### src/hdl/pll_cgm_pkg.sv
// Shared constants for the clock generator control block and its partner.
// Assumes one system clock; both ends import this package.
package pll_cgm_pkg;

	// Register indices on the link
	localparam logic       REG_CTRL       = 1'b0;
	localparam logic       REG_BW         = 1'b1;

	// pll_control bit positions
	localparam int         CTRL_IRQ_EN    = 7;
	localparam int         CTRL_FLAG      = 6;
	localparam int         CTRL_LOOP_ON   = 5;
	localparam int         CTRL_BASE_SEL  = 4;
	localparam int         CTRL_PRE_HI    = 3;
	localparam int         CTRL_PRE_LO    = 2;
	localparam int         CTRL_VPR_HI    = 1;
	localparam int         CTRL_VPR_LO    = 0;

	// pll_bandwidth_control bit positions, bits 4..0 read as zero
	localparam int         BW_AUTO        = 7;
	localparam int         BW_LOCK        = 6;
	localparam int         BW_ACQ         = 5;

	// Values after reset
	localparam logic [7:0] CTRL_RESET     = 8'h20;
	localparam logic [7:0] BW_RESET       = 8'h00;
	localparam logic       LOOP_ON_RESET  = 1'b1;

	// Source edges held during a base clock hand-over
	localparam logic [1:0] HANDOVER_EDGES = 2'h3;

	// Wishbone byte offsets of the partner's registers
	localparam logic [7:0] WB_CTRL        = 8'h00;
	localparam logic [7:0] WB_BW          = 8'h04;
	localparam logic [7:0] WB_SIM_CFG     = 8'h08;
	localparam logic [7:0] WB_SIM_STAT    = 8'h0c;

	// Partner configuration bits and reset value
	localparam int         CFG_OSC_EN     = 0;
	localparam int         CFG_STOP       = 1;
	localparam int         CFG_KEEPALIVE  = 2;
	localparam logic [2:0] CFG_RESET      = 3'h1;

	// Partner status bits
	localparam int         STAT_IRQ       = 0;
	localparam int         STAT_BASE_CLK  = 1;

	typedef enum logic [1:0] {
		HO_RUN,
		HO_DRAIN_OLD,
		HO_ARM_NEW
	} handover_t;

endpackage

### src/hdl/pll_link_if.sv
// Link between the clock generator control end and the system integration
// end. Both ends run on the same system clock.
`timescale 1ns/1ps
interface pll_link_if;
	logic       req;
	logic       addr;
	logic       we;
	logic [7:0] wdata;
	logic [7:0] rdata;
	logic       ack;
	logic       osc_enable_in;
	logic       stop_mode;
	logic       stop_osc_keepalive;
	logic       base_clock_out;
	logic       lock_change_irq;

	modport device (
		input  req,
		input  addr,
		input  we,
		input  wdata,
		output rdata,
		output ack,
		input  osc_enable_in,
		input  stop_mode,
		input  stop_osc_keepalive,
		output base_clock_out,
		output lock_change_irq
	);

	modport sim (
		output req,
		output addr,
		output we,
		output wdata,
		input  rdata,
		input  ack,
		output osc_enable_in,
		output stop_mode,
		output stop_osc_keepalive,
		input  base_clock_out,
		input  lock_change_irq
	);
endinterface

### src/hdl/pll_clock_control_regs.sv
// Clock generator control end: pll_control and pll_bandwidth_control,
// lock change flag and interrupt, base clock selector with hand-over.
// Assumes crystal, VCO, lock and acquisition inputs are asynchronous and
// the range field comes from logic on the system clock.
//
// Summary of operation
// - Partner drives oscillator enable; device obeys it.
// - Keep-alive bit keeps oscillator running in stop.
// - Base clock is selected source halved, 50 percent.
// - Interrupt enable zero, unwritable while manual mode.
// - Lock change sets flag; flag and enable interrupt.
// - Flag reads zero in manual mode; reset clears.
// - Reading control register clears the flag.
// - Loop on after reset; cannot clear while selected.
// - Select refused while loop off; two writes needed.
// - Base clock static during hand-over: three old, then three new edges.
// - Select one routes VCO, zero routes crystal.
// - Prescale field locked while loop on; reset clears.
// - VCO power field locked while on; never code 11 (code stores 11 as written).
// - Loop off or range zero forces select clear.
// - Programming register read-only while loop on.
// - Select set forces loop on, read-only.
// - Bandwidth mode bit: one automatic, zero manual.
// - Lock bit reads lock in automatic, else zero.
// - Software always writes zero to lock bit.
// - Acquire bit reports in automatic, forces in manual.
// - Stop entry with VCO selected clears the select.
//
// The register addresses and register access over Wishbone are this design's own decisions.
`timescale 1ns/1ps
module pll_clock_control_regs
	import pll_cgm_pkg::*;
(
	input  wire logic       clk_i,
	input  wire logic       rst_i,
	input  wire logic       ce_i,
	pll_link_if.device      link,
	input  wire logic       crystal_clock_i,
	input  wire logic       vco_clock_i,
	input  wire logic       lock_detect_i,
	input  wire logic       acq_state_i,
	input  wire logic [7:0] vco_range_field_i,
	output logic            osc_run_o,
	output logic            pll_run_o,
	output logic            loop_on_o,
	output logic [1:0]      prescale_o,
	output logic [1:0]      vco_pow2_o,
	output logic            auto_mode_o,
	output logic            acq_force_o
);
	import pll_cgm_pkg::*;

	logic       irq_en_ff;
	logic       flag_ff;
	logic       loop_on_ff;
	logic       base_sel_ff;
	logic [1:0] prescale_ff;
	logic [1:0] vpr_ff;
	logic       auto_ff;
	logic       acq_man_ff;
	logic       ack_ff;
	logic [7:0] rdata_ff;
	logic       stop_prev_ff;
	logic [2:0] xclk_sync_ff;
	logic [2:0] vclk_sync_ff;
	logic [2:0] lock_sync_ff;
	logic [1:0] acq_sync_ff;
	logic       base_ff;
	logic       active_sel_ff;
	logic [1:0] edge_cnt_ff;
	handover_t  ho_ff;

	logic       access;
	logic       wr_ctrl;
	logic       wr_bw;
	logic       rd_ctrl;
	logic       range_zero;
	logic       halted;
	logic       stop_entry;
	logic       lock_change;
	logic       xclk_rise;
	logic       vclk_rise;
	logic       old_rise;
	logic       new_rise;
	logic       lock_view;
	logic       acq_view;
	logic [7:0] ctrl_view;
	logic [7:0] bw_view;

	assign access     = link.req && !ack_ff;
	assign wr_ctrl    = access && link.we && link.addr == REG_CTRL;
	assign wr_bw      = access && link.we && link.addr == REG_BW;
	assign rd_ctrl    = access && !link.we && link.addr == REG_CTRL;
	assign range_zero = vco_range_field_i == 8'h00;
	// Stop without keep-alive shuts the oscillator, so base clock, interrupt and osc_run_o idle low
	assign halted     = link.stop_mode && !link.stop_osc_keepalive;
	assign stop_entry = link.stop_mode && !stop_prev_ff;

	assign xclk_rise   = xclk_sync_ff[1] && !xclk_sync_ff[2];
	assign vclk_rise   = vclk_sync_ff[1] && !vclk_sync_ff[2];
	assign lock_change = lock_sync_ff[1] ^ lock_sync_ff[2];
	assign old_rise    = active_sel_ff ? vclk_rise : xclk_rise;
	assign new_rise    = active_sel_ff ? xclk_rise : vclk_rise;

	assign lock_view = auto_ff && lock_sync_ff[2];
	assign acq_view  = auto_ff ? acq_sync_ff[1] : acq_man_ff;

	always_comb begin
		ctrl_view = 8'h00;
		ctrl_view[CTRL_IRQ_EN]  = irq_en_ff && auto_ff;
		ctrl_view[CTRL_FLAG]    = flag_ff && auto_ff;
		ctrl_view[CTRL_LOOP_ON] = loop_on_ff;
		ctrl_view[CTRL_BASE_SEL] = base_sel_ff;
		ctrl_view[CTRL_PRE_HI:CTRL_PRE_LO] = prescale_ff;
		ctrl_view[CTRL_VPR_HI:CTRL_VPR_LO] = vpr_ff;
		bw_view = 8'h00;
		bw_view[BW_AUTO] = auto_ff;
		bw_view[BW_LOCK] = lock_view;
		bw_view[BW_ACQ]  = acq_view;
	end

	// Asynchronous inputs: first flop is read only by the second
	always_ff @(posedge clk_i) begin
		if (rst_i) begin
			xclk_sync_ff <= 3'h0;
			vclk_sync_ff <= 3'h0;
			lock_sync_ff <= 3'h0;
			acq_sync_ff  <= 2'h0;
		end else if (ce_i) begin
			xclk_sync_ff <= {xclk_sync_ff[1:0], crystal_clock_i};
			vclk_sync_ff <= {vclk_sync_ff[1:0], vco_clock_i};
			lock_sync_ff <= {lock_sync_ff[1:0], lock_detect_i};
			acq_sync_ff  <= {acq_sync_ff[0], acq_state_i};
		end
	end

	// Link answer one cycle after the request
	always_ff @(posedge clk_i) begin
		if (rst_i) begin
			ack_ff   <= 1'b0;
			rdata_ff <= 8'h00;
		end else if (ce_i) begin
			ack_ff <= access;
			if (access) begin
				rdata_ff <= link.addr == REG_CTRL ? ctrl_view : bw_view;
			end
		end
	end

	// Manual mode holds enable and flag clear; a lock change in the
	// clearing cycle still sets the flag
	always_ff @(posedge clk_i) begin
		if (rst_i) begin
			irq_en_ff <= CTRL_RESET[CTRL_IRQ_EN];
			flag_ff   <= CTRL_RESET[CTRL_FLAG];
		end else if (ce_i && !auto_ff) begin
			irq_en_ff <= 1'b0;
			flag_ff   <= 1'b0;
		end else if (ce_i) begin
			if (wr_ctrl) begin
				irq_en_ff <= link.wdata[CTRL_IRQ_EN];
			end
			if (lock_change) begin
				flag_ff <= 1'b1;
			end else if (rd_ctrl) begin
				flag_ff <= 1'b0;
			end
		end
	end

	// Loop on and select guard each other against the old values,
	// so one write cannot both start the loop and select it
	always_ff @(posedge clk_i) begin
		if (rst_i) begin
			loop_on_ff   <= LOOP_ON_RESET;
			base_sel_ff  <= CTRL_RESET[CTRL_BASE_SEL];
			stop_prev_ff <= 1'b0;
		end else if (ce_i) begin
			stop_prev_ff <= link.stop_mode;
			if (base_sel_ff) begin
				loop_on_ff <= 1'b1;
			end else if (wr_ctrl) begin
				loop_on_ff <= link.wdata[CTRL_LOOP_ON];
			end
			if (!loop_on_ff || range_zero) begin
				base_sel_ff <= 1'b0;
			end else if (stop_entry) begin
				base_sel_ff <= 1'b0;
			end else if (wr_ctrl) begin
				base_sel_ff <= link.wdata[CTRL_BASE_SEL];
			end
		end
	end

	always_ff @(posedge clk_i) begin
		if (rst_i) begin
			prescale_ff <= CTRL_RESET[CTRL_PRE_HI:CTRL_PRE_LO];
			vpr_ff      <= CTRL_RESET[CTRL_VPR_HI:CTRL_VPR_LO];
		end else if (ce_i && wr_ctrl && !loop_on_ff) begin
			prescale_ff <= link.wdata[CTRL_PRE_HI:CTRL_PRE_LO];
			// Code 11 is stored as written; avoiding it is software's job
			vpr_ff <= link.wdata[CTRL_VPR_HI:CTRL_VPR_LO];
		end
	end

	// Manual acquire value survives automatic mode and comes back after
	always_ff @(posedge clk_i) begin
		if (rst_i) begin
			auto_ff    <= BW_RESET[BW_AUTO];
			acq_man_ff <= BW_RESET[BW_ACQ];
		end else if (ce_i && wr_bw) begin
			auto_ff <= link.wdata[BW_AUTO];
			if (!auto_ff) begin
				acq_man_ff <= link.wdata[BW_ACQ];
			end
		end
	end

	// Hand-over: drain old source, then arm new, output frozen meanwhile
	always_ff @(posedge clk_i) begin
		if (rst_i) begin
			ho_ff         <= HO_RUN;
			edge_cnt_ff   <= 2'h0;
			active_sel_ff <= CTRL_RESET[CTRL_BASE_SEL];
		end else if (ce_i) begin
			unique case (ho_ff)
				HO_RUN: begin
					edge_cnt_ff <= 2'h0;
					if (base_sel_ff != active_sel_ff) begin
						ho_ff <= HO_DRAIN_OLD;
					end
				end
				HO_DRAIN_OLD: begin
					edge_cnt_ff <= edge_cnt_ff + {1'b0, old_rise};
					if (old_rise && edge_cnt_ff == HANDOVER_EDGES - 2'h1) begin
						edge_cnt_ff <= 2'h0;
						ho_ff       <= HO_ARM_NEW;
					end
				end
				HO_ARM_NEW: begin
					edge_cnt_ff <= edge_cnt_ff + {1'b0, new_rise};
					if (new_rise && edge_cnt_ff == HANDOVER_EDGES - 2'h1) begin
						active_sel_ff <= !active_sel_ff;
						ho_ff         <= HO_RUN;
					end
				end
			endcase
		end
	end

	// Toggling on each source edge gives half rate and even duty
	always_ff @(posedge clk_i) begin
		if (rst_i) begin
			base_ff <= 1'b0;
		end else if (ce_i) begin
			if (halted || !link.osc_enable_in) begin
				base_ff <= 1'b0;
			end else if (ho_ff == HO_RUN && old_rise) begin
				base_ff <= !base_ff;
			end
		end
	end

	assign link.ack             = ack_ff;
	assign link.rdata           = rdata_ff;
	assign link.base_clock_out  = base_ff;
	assign link.lock_change_irq = flag_ff && irq_en_ff && auto_ff
		&& link.osc_enable_in && !halted;
	assign osc_run_o   = link.osc_enable_in && !halted;
	assign pll_run_o   = loop_on_ff && link.osc_enable_in && !link.stop_mode;
	assign loop_on_o   = loop_on_ff;
	assign prescale_o  = prescale_ff;
	assign vco_pow2_o  = vpr_ff;
	assign auto_mode_o = auto_ff;
	assign acq_force_o = acq_man_ff;

endmodule

### src/flat_wrapper.sv
// flat-port wrapper written by rule: the top's interface ports become plain ports
module pll_clock_control_regs_flat import pll_cgm_pkg::*;
  (clk_i, rst_i, ce_i, crystal_clock_i, vco_clock_i, lock_detect_i, acq_state_i, vco_range_field_i, osc_run_o, pll_run_o, loop_on_o, prescale_o, vco_pow2_o, auto_mode_o, acq_force_o, link_req, link_addr, link_we, link_wdata, link_rdata, link_ack, link_osc_enable_in, link_stop_mode, link_stop_osc_keepalive, link_base_clock_out, link_lock_change_irq);
  pll_link_if link_i ();
  input  wire logic clk_i;
  input  wire logic rst_i;
  input  wire logic ce_i;
  input  wire logic crystal_clock_i;
  input  wire logic vco_clock_i;
  input  wire logic lock_detect_i;
  input  wire logic acq_state_i;
  input  wire logic [7:0] vco_range_field_i;
  output logic osc_run_o;
  output logic pll_run_o;
  output logic loop_on_o;
  output logic [1:0] prescale_o;
  output logic [1:0] vco_pow2_o;
  output logic auto_mode_o;
  output logic acq_force_o;
  input wire logic [$bits(link_i.req)-1:0] link_req;
  input wire logic [$bits(link_i.addr)-1:0] link_addr;
  input wire logic [$bits(link_i.we)-1:0] link_we;
  input wire logic [$bits(link_i.wdata)-1:0] link_wdata;
  output wire logic [$bits(link_i.rdata)-1:0] link_rdata;
  output wire logic [$bits(link_i.ack)-1:0] link_ack;
  input wire logic [$bits(link_i.osc_enable_in)-1:0] link_osc_enable_in;
  input wire logic [$bits(link_i.stop_mode)-1:0] link_stop_mode;
  input wire logic [$bits(link_i.stop_osc_keepalive)-1:0] link_stop_osc_keepalive;
  output wire logic [$bits(link_i.base_clock_out)-1:0] link_base_clock_out;
  output wire logic [$bits(link_i.lock_change_irq)-1:0] link_lock_change_irq;
  assign link_i.req = link_req;
  assign link_i.addr = link_addr;
  assign link_i.we = link_we;
  assign link_i.wdata = link_wdata;
  assign link_rdata = link_i.rdata;
  assign link_ack = link_i.ack;
  assign link_i.osc_enable_in = link_osc_enable_in;
  assign link_i.stop_mode = link_stop_mode;
  assign link_i.stop_osc_keepalive = link_stop_osc_keepalive;
  assign link_base_clock_out = link_i.base_clock_out;
  assign link_lock_change_irq = link_i.lock_change_irq;
  pll_clock_control_regs u_core (.clk_i(clk_i), .rst_i(rst_i), .ce_i(ce_i), .link(link_i), .crystal_clock_i(crystal_clock_i), .vco_clock_i(vco_clock_i), .lock_detect_i(lock_detect_i), .acq_state_i(acq_state_i), .vco_range_field_i(vco_range_field_i), .osc_run_o(osc_run_o), .pll_run_o(pll_run_o), .loop_on_o(loop_on_o), .prescale_o(prescale_o), .vco_pow2_o(vco_pow2_o), .auto_mode_o(auto_mode_o), .acq_force_o(acq_force_o));
endmodule
### config.mk
export PLATFORM = sky130hd
export DESIGN_NAME = pll_clock_control_regs_flat
export DESIGN_NICKNAME = d
export VERILOG_FILES = /design/src/hdl/pll_cgm_pkg.sv /design/src/hdl/pll_link_if.sv /design/src/hdl/pll_clock_control_regs.sv /design/src/flat_wrapper.sv
export SDC_FILE = /design/constraint.sdc
export NUM_CORES = 1
export LEC_CHECK = 0
export ABC_CLOCK_PERIOD_IN_PS = 2400
export BUFFER_PORTS_ARGS = -buffer_cell sky130_fd_sc_hd__buf_2
export CAP_MARGIN = 20
export CORE_MARGIN = 5
export CORE_UTILIZATION = 51
export DETAILED_ROUTE_END_ITERATION = 8
export PLACE_DENSITY = 0.78
export SYNTH_ARGS = -nofsm -noshare
export SYNTH_HDL_FRONTEND = slang
export SYNTH_SLANG_ARGS = --single-unit
### constraint.sdc
create_clock -name clk_i -period 2.4 [get_ports clk_i]
set_clock_uncertainty 0.1 [all_clocks]
set_input_delay 0.6 -clock clk_i [delete_from_list [all_inputs] [get_ports clk_i]]
set_output_delay 0.6 -clock clk_i [all_outputs]
set_load 0.01 [all_outputs]
==> impl_metrics.toml <==
[setup_path]
r2r_start = "u_core.ho_ff[0]$_SDFFE_PP0P_"
end_kind = "output port"
worstPathArrival_ns = 1.28
rrSetupSlack_ns = 0.57
crit_family = "buffers and inverters"
max_stage_delay_ns = 0.30
worst_r2r_path_depth = 5
path_max_fanout = 3
path_depth = 5
endpoint = "osc_run_o"
worstReg2RegEnd = "u_core.ho_ff[0]$_SDFFE_PP0P_"
path_buf_inv = 4
crit_required_ns = 1.70
worst_setup_path_start_kind = "input pin"
slowest_stage = "o21ai_0"
path_class = "input pin to output port"
cp_cell_sequence = "buf_2 -> inv_1 -> o21ai_0 -> inv_1 -> buf_2"
crit_path_start = "link_stop_mode"

[yosys]
ys_types = 40
ys_seq_elements = 37
yosys-top-cells-area = "dfxtp_1 (42%), mux2i_1 (13%), nor2_1 (7.7%)"
synth_async_sr_flop_share = 0
ys_seq_area_frac = 0.422
synth_top_area_share = 0.422
yosysWarnings = 0
synth_largest_area_cell = "dfxtp_1"
synth_edf_count = 0
ys.flop_type = "dfxtp_1"
netlist_area_sq_um = 1750
syn_avg_cell_area_sq_um = 9.04
syn_nets = 228
syn_inst = 194

[sta]
rsz0062_at_grt = "false"
setup_tns_ns = 0
max_freq_mhz = 504
min_period_ns = 1.98
worstMarginPinSlew_ns = 0.469
relSlewSlack = 0.686
final_hold_viol_count = 0
drv_slew = 0
setup_viol = 0
post-route-period-util = 0.827

[placed_design]
dp_cells = 282
place_congestion = 0.844
io_buffers = 47
place_hpwl_um = 2790

[routing]
dr.pass1.iters = 4
wirelength_um = 3720
vias = 1465
drc = 0
antenna_left = 0
drtIter0Drc = 83
wire_per_inst_um = 12.8
vias_per_cell = 5.05

[finish]
diodes = 0
layout_commonest_cell = "buf_2"
final_util = 0.635
regArea_sq_um = 741
fillers = 298
syn2layout_area_growth_pct = 20.8
final_cell_mix = "buf_2 (47), dfxtp_1 (37), nor2_1 (36)"
drive_gt1_frac = 0.283
nets = 277
post_layout_nonfiller_instances = 290
multi_input_area_sq_um = 941

[floorplan]
die_x_um = 68.6
coreArea_sq_um = 3340
std_cell_rows = 21
io_pins = 49
initial_core_util = 0.526
die_y_um = 68.6
die-area_sq_um = 4710

[global_route]
antenna_found_initial = 0
grt_pass1_wl_um = 5640
grt_pass1_vias = 1285
grt_max_degree = 24
grtUsageTotal = 0.163
overflow = 0

[flow_run]
drv_cap = 0

[pwr]
peakVddDrop_v = 0.000359
power_leakage_nw = 0.911
p_per_area_nw_per_um2 = 563

[clocking]
clock_latency_ns = 0.36
clkSinkCount = 37
ctsHoldBuffers = 0
clkSlewWorstSetupHoldPaths_ns = 0.12
postCtsResizedCells = 0
cts_tree = "yes"
cts_made_buffers = 5
post_cts_buffers = 0
clockBufferDepth = 2
htree_levels = 2
clock-root-buffer = "clkbuf_4"

[min_path]
min_path_type = "input pin to register"
hold_start = "crystal_clock_i"

[outcome]
status = "complete, no violations"
## how the worst min path moves through the flow
stage	end	cells past startpoint
2_1_floorplan	u_core.flag_ff$_SDFFE_PP0P_	2
3_3_place_gp	u_core.link.ack$_SDFFE_PP0P_	2
3_5_place_dp	u_core.link.ack$_SDFFE_PP0P_	2
4_1_cts	u_core.xclk_sync_ff[0]$_SDFFE_PP0P_	3
5_1_grt	u_core.prescale_o[0]$_SDFFE_PP0P_	3
6_report	u_core.xclk_sync_ff[0]$_SDFFE_PP0P_	3
## tightest hold or removal path, delay by kind of cell
family	cells	cell delay, ns
buf+inv	1	0.07
mux	1	0.05
simple gates	1	0.07
## per-layer routing
layer / routed length (um) / track usage / up-vias
met5: 0 / 0 / -
met4: 60 / 0.0744 / 0
met3: 189 / 0.0438 / 7
met2: 1730 / 0.260 / 30
met1: 1750 / 0.205 / 652
li1: - / - / 776
## synth_stat cells, types with 2 or more instances
library cell	count
a21oi_1	14
buf_1	3
clkbuf_1	5
dfxtp_1	37
ha_1	5
inv_1	7
mux2i_1	22
nand2_1	10
nand2b_1	5
nand3_1	5
nand3b_1	2
nor2_1	36
nor3_1	3
nor3b_1	5
o21ai_0	6
o22ai_1	2
or4_1	3
xnor2_1	2
## power by group
| part | total, mW | internal [mW] | switching, mW |
|---|---|---|---|
| Combinational | 0.110 | 0.0502 | 0.0599 |
| Sequential | 0.635 | 0.626 | 0.00886 |
| Clock | 0.447 | 0.222 | 0.225 |
| Total | 1.19 | 0.898 | 0.294 |
## per-stage QoR
step,power (mW),setup WS [ns],hold WS (ns),instance area [sq um]
2_1_floorplan,0.713,0.577,0.353,1750
3_5_place_dp,0.760,0.385,0.362,2040
3_3_place_gp,0.758,0.386,0.360,2040
6_report,1.19,0.416,0.370,2120
5_1_grt,1.24,0.307,0.376,2120
4_1_cts,1.20,0.393,0.363,2120
## state kept, by name (all words and copies together) (netlist names), 2 cells and up
signal               cells
u_core.vclk_sync_ff      3
u_core.xclk_sync_ff      3
u_core.acq_sync_ff       2
u_core.vco_pow2_o        2
u_core.link.rdata        8
u_core.prescale_o        2
u_core.ho_ff             2
u_core.lock_sync_ff      3
u_core.edge_cnt_ff       2
## cell type report
class,instances,area share
clock inverters,2,0.0183
well taps,46,0.0272
clock buffers,6,0.0195
flip-flops and latches,37,0.350
multi-input cells,140,0.444
inverters,7,0.0124
repair buffers,52,0.129
## cells by family (layout without fill, tap and decap cells)
kind of cell,Yosys count,count (layout),synth area share
compound gates,34,34,0.136
xor+xnor,3,3,0.0150
fa+ha+maj,5,5,0.0357
buf+inv,17,67,0.0414
flops,37,37,0.422
mux,23,23,0.134
simple gates,75,75,0.216
Note: power is estimated with default switching activity, not from simulation.
